<file path="config.mk">
export PLATFORM = sky130hd
export DESIGN_NAME = led_slot_a_config
export DESIGN_NICKNAME = d
export VERILOG_FILES = /design/src/inc/led_cfg_pkg.sv /design/src/logic/led_slot_a_config.sv
export SDC_FILE = /design/constraint.sdc
export NUM_CORES = 1
export LEC_CHECK = 0
export BUFFER_PORTS_ARGS = -buffer_cell sky130_fd_sc_hd__buf_2
export CORE_MARGIN = 8
export CORE_UTILIZATION = 30
export CTS_CLUSTER_DIAMETER = 30
export DETAILED_ROUTE_END_ITERATION = 8
export PLACE_DENSITY = 0.56
export SLEW_MARGIN = 30
export SYNTH_ARGS = -nofsm -noshare
export SYNTH_HDL_FRONTEND = slang
export SYNTH_SLANG_ARGS = --single-unit
</file>
<file path="constraint.sdc">
create_clock -name REF_CLK -period 2.2 [get_ports REF_CLK]
set_input_delay 0.11 -clock REF_CLK [delete_from_list [all_inputs] [get_ports REF_CLK]]
set_output_delay 0.11 -clock REF_CLK [all_outputs]
set_load 0.01 [all_outputs]
</file>
<file path="src/inc/led_cfg_pkg.sv">
// constants and carrier types for the led drive and slot a register bank
package led_cfg_pkg;

    localparam int          ADDR_W         = 8;
    localparam int          DATA_W         = 16;

    // register offsets on the host register port
    localparam logic [7:0]  OFS_LED_ONE    = 8'h23;
    localparam logic [7:0]  OFS_LED_TWO    = 8'h24;
    localparam logic [7:0]  OFS_FINE_TRIM  = 8'h25;
    localparam logic [7:0]  OFS_SLOT_SHAPE = 8'h30;
    localparam logic [7:0]  OFS_SLOT_COUNT = 8'h31;
    localparam logic [7:0]  OFS_EMITTER    = 8'h3f;

    // field positions (low bit of each field)
    localparam int          POS_EDGE_RATE  = 4;
    localparam int          POS_STEP       = 0;
    localparam int          POS_STRENGTH   = 13;
    localparam int          POS_TRIM_ONE   = 0;
    localparam int          POS_TRIM_TWO   = 6;
    localparam int          POS_TRIM_THREE = 11;
    localparam int          POS_PULSE_LEN  = 8;
    localparam int          POS_PULSE_DLY  = 0;
    localparam int          POS_PULSE_CNT  = 8;
    localparam int          POS_PULSE_PER  = 0;

    // reset values of whole registers, and of each five-bit trim field
    localparam logic [15:0] RST_LED_ONE    = 16'h3000;
    localparam logic [15:0] RST_LED_TWO    = 16'h3000;
    localparam logic [15:0] RST_FINE_TRIM  = 16'h630c;
    localparam logic [15:0] RST_SLOT_SHAPE = 16'h0320;
    localparam logic [15:0] RST_SLOT_COUNT = 16'h0818;
    localparam logic [1:0]  RST_EMITTER    = 2'h1;
    localparam logic [4:0]  RST_TRIM       = 5'h0c;

    // emitter choice codes
    localparam logic [1:0]  EMIT_NONE      = 2'h0;
    localparam logic [1:0]  EMIT_ONE       = 2'h1;
    localparam logic [1:0]  EMIT_TWO       = 2'h2;
    localparam logic [1:0]  EMIT_THREE     = 2'h3;

    // microsecond unit derived from the 10 MHz reference
    localparam int          TICK_UNIT_NS   = 1000;
    localparam int          CLK_PERIOD_NS  = 100;
    localparam int          US_CYCLES      = TICK_UNIT_NS / CLK_PERIOD_NS;
    localparam int          TICK_W         = 16;

    typedef struct packed {
        logic              wr;
        logic              rd;
        logic [7:0]        addr;
        logic [15:0]       wdata;
    } reg_req_type;

    typedef struct packed {
        logic [2:0]        edge_rate;
        logic [3:0]        current_step;
        logic              strength_select;
        logic [4:0]        trim;
    } led_channel_type;

    typedef struct packed {
        logic [1:0]        emitter_choice;
        logic [4:0]        pulse_length;
        logic [7:0]        pulse_delay;
        logic [7:0]        pulse_count;
        logic [7:0]        pulse_period;
    } slot_a_type;

endpackage

</file>
<file path="src/logic/led_slot_a_config.sv">
// register bank for led drive strength and slot a pulse timing
//
// Contract
// - three-bit edge rate, bits 6:4, 0 slowest
// - four-bit current step, bits 3:0, resets 0x0
// - peak current is coarse times fine times scale
// - shared trim register, three five-bit fine codes
// - led two bit 13 selects full strength
// - trims reset to 0xc, bit 5 reserved
// - pulse length bits 12:8, microseconds, reset 0x3
// - pulse delay bits 7:0, microseconds, reset 0x20
// - emitter choice two bits, reset 0x1
// - led one bit 13 selects full strength
// - pulse count bits 15:8, reset 0x08
`timescale 1ns/100ps
module led_slot_a_config #(
    parameter int US_CYCLES_P = led_cfg_pkg::US_CYCLES
) (
    input  wire logic                        REF_CLK,
    input  wire logic                        RST_B,
    input  wire led_cfg_pkg::reg_req_type    REG_REQ,
    output logic [15:0]                      REG_RDATA,
    output led_cfg_pkg::led_channel_type     LED_ONE,
    output led_cfg_pkg::led_channel_type     LED_TWO,
    output logic [4:0]                       LED_THREE_TRIM,
    output led_cfg_pkg::slot_a_type          SLOT_A,
    output logic                             US_TICK
);
    import led_cfg_pkg::*;

    logic [15:0]       led_one_q;
    logic [15:0]       led_one_d;
    logic [15:0]       led_two_q;
    logic [15:0]       led_two_d;
    logic [15:0]       fine_q;
    logic [15:0]       fine_d;
    logic [15:0]       shape_q;
    logic [15:0]       shape_d;
    logic [15:0]       count_q;
    logic [15:0]       count_d;
    logic [1:0]        emitter_q;
    logic [1:0]        emitter_d;
    logic [15:0]       rdata_q;
    logic [15:0]       rdata_d;
    logic [TICK_W-1:0] tick_cnt_q;
    logic [TICK_W-1:0] tick_cnt_d;
    logic              tick_q;
    logic              tick_d;

    wire               sel_led_one;
    wire               sel_led_two;
    wire               sel_fine;
    wire               sel_shape;
    wire               sel_count;
    wire               sel_emitter;
    wire               wr_led_one;
    wire               wr_led_two;
    wire               wr_fine;
    wire               wr_shape;
    wire               wr_count;
    wire               wr_emitter;
    wire [15:0]        read_mux;
    wire               tick_wrap;

    // address decode
    assign sel_led_one = (REG_REQ.addr == OFS_LED_ONE);
    assign sel_led_two = (REG_REQ.addr == OFS_LED_TWO);
    assign sel_fine    = (REG_REQ.addr == OFS_FINE_TRIM);
    assign sel_shape   = (REG_REQ.addr == OFS_SLOT_SHAPE);
    assign sel_count   = (REG_REQ.addr == OFS_SLOT_COUNT);
    assign sel_emitter = (REG_REQ.addr == OFS_EMITTER);

    assign wr_led_one  = REG_REQ.wr && sel_led_one;
    assign wr_led_two  = REG_REQ.wr && sel_led_two;
    assign wr_fine     = REG_REQ.wr && sel_fine;
    assign wr_shape    = REG_REQ.wr && sel_shape;
    assign wr_count    = REG_REQ.wr && sel_count;
    assign wr_emitter  = REG_REQ.wr && sel_emitter;

    // reserved bits of the 16-bit registers are stored as written so software sees its own values
    assign led_one_d = wr_led_one ? REG_REQ.wdata : led_one_q;
    assign led_two_d = wr_led_two ? REG_REQ.wdata : led_two_q;
    assign fine_d    = wr_fine    ? REG_REQ.wdata : fine_q;
    assign shape_d   = wr_shape   ? REG_REQ.wdata : shape_q;
    assign count_d   = wr_count   ? REG_REQ.wdata : count_q;
    assign emitter_d = wr_emitter ? REG_REQ.wdata[1:0] : emitter_q;

    // unmapped offsets read as zero; upper emitter bits read as zero
    assign read_mux =
        sel_led_one ? led_one_q :
        sel_led_two ? led_two_q :
        sel_fine    ? fine_q    :
        sel_shape   ? shape_q   :
        sel_count   ? count_q   :
        sel_emitter ? {14'h0000, emitter_q} :
        16'h0000;
    assign rdata_d = REG_REQ.rd ? read_mux : rdata_q;

    // tick counter never pauses, so every unit edge is a whole microsecond
    assign tick_wrap  = (tick_cnt_q == TICK_W'(US_CYCLES_P - 1));
    assign tick_cnt_d = tick_wrap ? '0 : tick_cnt_q + TICK_W'(1);
    assign tick_d     = tick_wrap;

    always_ff @(posedge REF_CLK) begin
        if (!RST_B) begin
            led_one_q <= RST_LED_ONE;
            led_two_q <= RST_LED_TWO;
            fine_q    <= RST_FINE_TRIM;
            shape_q   <= RST_SLOT_SHAPE;
            count_q   <= RST_SLOT_COUNT;
            emitter_q <= RST_EMITTER;
        end else begin
            led_one_q <= led_one_d;
            led_two_q <= led_two_d;
            fine_q    <= fine_d;
            shape_q   <= shape_d;
            count_q   <= count_d;
            emitter_q <= emitter_d;
        end
    end

    always_ff @(posedge REF_CLK) begin
        if (!RST_B) begin
            rdata_q    <= 16'h0000;
            tick_cnt_q <= '0;
            tick_q     <= 1'b0;
        end else begin
            rdata_q    <= rdata_d;
            tick_cnt_q <= tick_cnt_d;
            tick_q     <= tick_d;
        end
    end

    // field extraction straight from register bits; the coarse, fine and
    // scale codes go out raw, the analog side forms the product
    assign LED_ONE.edge_rate       = led_one_q[POS_EDGE_RATE +: 3];
    assign LED_ONE.current_step    = led_one_q[POS_STEP +: 4];
    assign LED_ONE.strength_select = led_one_q[POS_STRENGTH];
    assign LED_ONE.trim            = fine_q[POS_TRIM_ONE +: 5];
    assign LED_TWO.edge_rate       = led_two_q[POS_EDGE_RATE +: 3];
    assign LED_TWO.current_step    = led_two_q[POS_STEP +: 4];
    // low strength level of led two is analog; the bit only selects it
    assign LED_TWO.strength_select = led_two_q[POS_STRENGTH];
    assign LED_TWO.trim            = fine_q[POS_TRIM_TWO +: 5];
    assign LED_THREE_TRIM          = fine_q[POS_TRIM_THREE +: 5];
    assign SLOT_A.emitter_choice   = emitter_q;
    assign SLOT_A.pulse_length     = shape_q[POS_PULSE_LEN +: 5];
    assign SLOT_A.pulse_delay      = shape_q[POS_PULSE_DLY +: 8];
    assign SLOT_A.pulse_count      = count_q[POS_PULSE_CNT +: 8];
    assign SLOT_A.pulse_period     = count_q[POS_PULSE_PER +: 8];
    assign REG_RDATA               = rdata_q;
    assign US_TICK                 = tick_q;
endmodule

</file>
# After elaboration in Yosys (flattened, before gate mapping)
# Cells that the tools add are included.
# word_totals
output_inout_bits	79
elab_cells	31
register_bits	115
# op_classes
reduce_logical	7
muxes	6
n_addsub	1
n_eq_ne	7
bitwise	1
# ops
operator	count
$mux 16	5
$eq 8x6->1 const B	6
$add 16x1->16 const B	1
$eq 16x4->1 const B	1
$logic_and 1x1->1	6
$mux 2	1
$reduce_or 2->1	1
$not 1->1	1

# Longest topological paths before layout
# depth
word_depth	7
mapped_depth	9
mapped_depth_nobuf	6

# Worst setup path after synthesis
# No wires, ideal clock.
# synth_timing
kind	register to register
start	register tick_cnt_q[0]
end	register tick_cnt_q[10]
path_buffers	1
stages_incl_launch_ff	7
t_required_ns	2.072
arrival_time_ns	1.380
setup_slack_ns	0.692
path_cell_list	dfxtp_1 ha_1 nor4b_1 nand4_1 nand2_1 clkbuf_1 nor2_1
# synth_via
elab_chain_cells	2
# synth_lines
item	line	rtl
start: declaration	led_slot_a_config.sv:45	logic [TICK_W-1:0] tick_cnt_q;
start signal: assignment	led_slot_a_config.sv:129	tick_cnt_q <= tick_cnt_d;
branches (longest 2 deep; another with $add 16x1->16)	--	
# Parallel ways; which one is timed is not known.
# A chain may end at the register's enable or synchronous reset.

# Final worst setup path
# layout_timing
start	register tick_cnt_q[0]
end	register tick_cnt_q[2]
# Same word-level chain as after synthesis.

==> metrics.md <==
| Metric | Value |
|---|---|
| Area of all sequential standard cells | 0.002302 mm² |
| Buffer levels on the longest clock path | 2 |
| FF-to-FF End | tick_cnt_q[2]$_SDFF_PP0_ |
| Worst clock skew on the final layout | 0.006825 ns |
| Hold Slack | 0.01788 ns |
| Clock tree sinks | 115 |
| Number of inserted filler cells in the final layout | 1,808 |
| Highest net fanout along the worst path | 16 |
| Data required time of the worst path | 2.47 ns |
| Die footprint | 0.02213 mm² |
| Layout area overhead | 21.11% |
| Maximum number of pins on one net before global-route repair | 63 |
| # nets final | 760 |
| Antenna violations before repair | 0 |
| Maximum frequency from static timing analysis | 595.8 MHz |
| Count of endpoints failing hold in the final timing report | 0 |
| Met3 layer usage reported by global route | 4.642% |
| Highest ir drop seen on vdd | 0.0005386 V |
| Hold Path Cell Cnt | 3 |
| Ratio of final minimum period to clock period | 76.29% |
| Category of the worst setup path capture point | register |
| Slew Limit Headroom | 47.19% |
| Count of flip-flops with a built-in enable after synthesis | 0 |
| Post-Synthesis Net Count | 691 |
| Worst Path Buf+Inv | 0 |
| Global-route wire length before repair | 25,410 µm |
| Reg clk slew, reported paths | 0.06 ns |
| Number of storage elements in the synthesis netlist | 115 |
| Routed WL | 15,850 µm |
| Worst-margin pin slew | 0.7893 ns |
| Worst min-delay path category | input pin to register |
| Post-route antenna net violation count | 0 |
| Post-CTS Setup Bufs | 0 |
| Async SR Flop Fraction | 0% |
| Number of H-tree branching levels | 4 |
| Number of buffers inserted during clock tree synthesis | 17 |
| End of the worst hold path | shape_q[11]$_SDFFE_PN0P_ |
| PD cells | 805.3 mW/mm² |
| Clock power share | 55.1% |
| Number of DRC markers after the initial detailed-route iteration | 263 |
| Die extent in x | 148.8 µm |
| Maximum capacitance violations | 0 |
| HPWL after DPL | 11,580 µm |
| Largest delay share family, worst path | simple AND/OR/NAND/NOR gates |
| CP peak stage delay | 0.45 ns |
| Core area | 0.01730 mm² |
| Total global routing overflow | 0 |
| Met2 demand-to-capacity share in global routing | 22.02% |
| Net switching power of the design | 1090 µW |
| CP max-delay cell | nand2_1 |
| Setup TNS | 0 ns |
| Net switching share of the total power | 21.13% |
| Result of the run | complete, no violations |
| Wirelength per Cell | 16.39 µm |
| # setup viols final | 0 |
| Vias | 4,576 |
| Via density per instance | 4.732 |
| Via count of the first global-routing pass | 4,534 |
| Clock tree from TritonCTS | yes |
| First-pass iteration count of the detailed router | 5 |
| Clock latency at the later pin of the worst-skew pair | 0.41 ns |
| Smallest setup slack after layout | 0.5216 ns |
| Unique cell type count in the Yosys netlist | 46 |
| Setup Slack @ Placement | 0.5118 ns |
| Total number of yosys warnings | 0 |
| Pint | 4067 µW |
| Data arrival time of the critical path | 1.95 ns |
| Hold Crit Start | REG_REQ[11] |
| Proportion of synthesized chip area in sequential cells | 43.54% |
| Final weighted congestion in routability-driven placement | 0.8592 |
| Total number of placement rows | 48 |
| Slack of the worst reg-to-reg path | 0.52 ns |
| Startpoint types | register |
| Cells after synthesis | 661 |
| Number of pins with negative max-slew slack in the final report | 0 |
| Logic depth of the worst register-to-register path | 5 |
| Netlist area before placement | 0.005288 mm² |
| Number of buffers inserted by port buffering | 106 |
| P_leak | 0.002525 µW |
| Cell breakdown of the critical path | ha_1, nor4b_1, nand4_1, nand2_1, nor2_1 |
| Combinational fraction of design power | 4.1% |
| Y dimension of the die | 148.8 µm |
| Initial core utilization | 30.57% |
| Fraction of layout cells with a size suffix above 1 | 25.47% |
| Multi-input gate area in the final layout | 0.002415 mm² |
| Total DRC errors in the routed layout | 0 |
| Class of the most critical setup path | register to register |
| Flip-flop cell with the highest count after synthesis | dfxtp_1 |
| Total Routing Usage GR | 14.48% |
| Shortest clock period the worst path allows after layout | 1.678 ns |
| Clk Tree Root Cell | clkbuf_16 |
| Grt peak-use layer | met2 |
| Share of total power in sequential cells | 40.8% |
| Startpoint of the most critical register-to-register path | tick_cnt_q[0]$_SDFF_PP0_ |
| Average footprint of a synthesized cell | 7.999 µm² |
| N_diodes | 0 |
| Total I/O pin count | 107 |
| Setup repair after global routing missed its margin | false |
| Met1 Use GR | 18.64% |
==> cells by family after synthesis <==
kind of cell    synth area share [%]
compound gates                 17.49
buf+inv                        10.96
mux                           0.7809
xor+xnor                       2.319
simple gates                   24.44
flops                          43.54
fa+ha+maj                     0.4732
==> tightest hold or removal path: cells and delay by family <==
kind	cells	cell delay, ns
AOI/OAI and AO/OA	1	0.05
buffers and inverters	1	0.15
and+or+nand+nor	1	0.07
==> synth_stat cells (2+ instances only) <==
| library cell | count | share of area [%] |
|---|---|---|
| a21oi_1 | 74 | 7.0 |
| a21oi_2 | 7 | 1.2 |
| a221oi_1 | 6 | 0.99 |
| a221oi_2 | 8 | 2.3 |
| a22o_1 | 14 | 2.3 |
| a32oi_1 | 3 | 0.50 |
| and2_1 | 3 | 0.35 |
| and3_1 | 4 | 0.47 |
| and4_1 | 3 | 0.50 |
| buf_2 | 13 | 1.2 |
| buf_4 | 49 | 7.0 |
| buf_6 | 4 | 0.85 |
| clkbuf_1 | 19 | 1.3 |
| dfxtp_1 | 115 | 44 |
| ha_1 | 2 | 0.47 |
| inv_1 | 3 | 0.21 |
| mux2i_1 | 3 | 0.57 |
| nand2_1 | 190 | 13 |
| nand2_2 | 8 | 0.95 |
| nand3_1 | 29 | 2.7 |
| nand4_1 | 5 | 0.59 |
| nor2_1 | 29 | 2.1 |
| nor2_2 | 3 | 0.35 |
| nor2b_1 | 3 | 0.35 |
| nor3b_2 | 2 | 0.47 |
| nor4b_1 | 2 | 0.33 |
| o21ai_0 | 20 | 1.9 |
| o21ai_1 | 9 | 0.85 |
| or2_2 | 2 | 0.24 |
| xnor2_1 | 2 | 0.33 |
| xor2_1 | 12 | 2.0 |
==> cell type report <==
type	count	area share [%]
inverters	4	0.2345
flip-flops and latches	115	35.95
clock buffers	20	6.975
clock inverters	11	2.501
well taps	225	4.396
multi-input cells	456	37.71
repair buffers	136	12.23
==> power by group through the flow <==
stage | combinational (µW) | clock, µW | sequential (µW)
after global routing | 233 | 2990 | 2100
after global placement | 196 | 0 | 2150
after detailed placement | 195 | 0 | 2150
after floorplan | 104 | 0 | 2140
after CTS | 212 | 2890 | 2100
final | 213 | 2840 | 2100
==> sequential cells by signal, summed over array words and instances (netlist names) <==
| signal | count |
|---|---|
| shape_q | 16 |
| US_TICK | 1 |
| tick_cnt_q | 16 |
| led_two_q | 16 |
| led_one_q | 16 |
| count_q | 16 |
| fine_q | 16 |
| emitter_q | 2 |
| REG_RDATA | 16 |
==> timing repair <==
action	4_1_cts	5_1_grt
endpoints found under the hold margin	32	0
resized for setup	0	0
hold buffers	11	0
==> per-layer routing <==
metal	vias to the layer above	wire length [µm]
met5	-	0
met4	0	315
met3	23	1199
met2	145	7041
met1	2074	7294
li1	2334	-
==> stage by stage <==
step	util, %	cell area (µm²)	total power, µW	std cells
global placement	32.86	5684	2341	925
floorplan	-	5288	2247	661
finish	37.02	6404	5157	967
CTS	37.01	6401	5202	967
detailed placement	32.86	5684	2340	925
global route	37.02	6404	5321	967
==> worst max-delay path by stage <==
stage                        startpoint                   endpoint  slack, ns  depth (start not counted)
6_report       tick_cnt_q[0]$_SDFF_PP0_   tick_cnt_q[2]$_SDFF_PP0_       0.52                          5
3_5_place_dp                REG_REQ[18]  REG_RDATA[3]$_SDFFE_PN0P_       0.51                          7
2_1_floorplan  tick_cnt_q[0]$_SDFF_PP0_  tick_cnt_q[10]$_SDFF_PP0_       0.69                          6
5_1_grt        tick_cnt_q[0]$_SDFF_PP0_   tick_cnt_q[2]$_SDFF_PP0_       0.38                          5
4_1_cts        tick_cnt_q[0]$_SDFF_PP0_   tick_cnt_q[2]$_SDFF_PP0_       0.52                          5
3_3_place_gp                REG_REQ[18]  REG_RDATA[3]$_SDFFE_PN0P_       0.55                          7
==> layout by cell type, fill, tap and decap left out, types with 3 or more instances in the layout <==
| master | Yosys | final |
|---|---|---|
| dfxtp_1 | 115 | 115 |
| and3_1 | 4 | 4 |
| a221oi_2 | 8 | 8 |
| nand3_1 | 29 | 29 |
| buf_2 | 13 | 106 |
| a21oi_1 | 74 | 74 |
| a32oi_1 | 3 | 3 |
| dlygate4sd3_1 | 0 | 11 |
| o21ai_1 | 9 | 9 |
| nand2_1 | 190 | 190 |
| a21oi_2 | 7 | 7 |
| nor2b_1 | 3 | 3 |
| xor2_1 | 12 | 12 |
| bufinv_16 | 0 | 4 |
| and2_1 | 3 | 3 |
| a22o_1 | 14 | 14 |
| nand4_1 | 5 | 5 |
| clkinv_2 | 0 | 5 |
| a221oi_1 | 6 | 6 |
| buf_4 | 49 | 19 |
| nand2_2 | 8 | 8 |
| mux2i_1 | 3 | 3 |
| nor2_1 | 29 | 28 |
| o21ai_0 | 20 | 20 |
| nor2_2 | 3 | 4 |
| clkbuf_16 | 0 | 17 |
| inv_1 | 3 | 3 |
| and4_1 | 3 | 3 |
(Power assumes the default switching activity.)
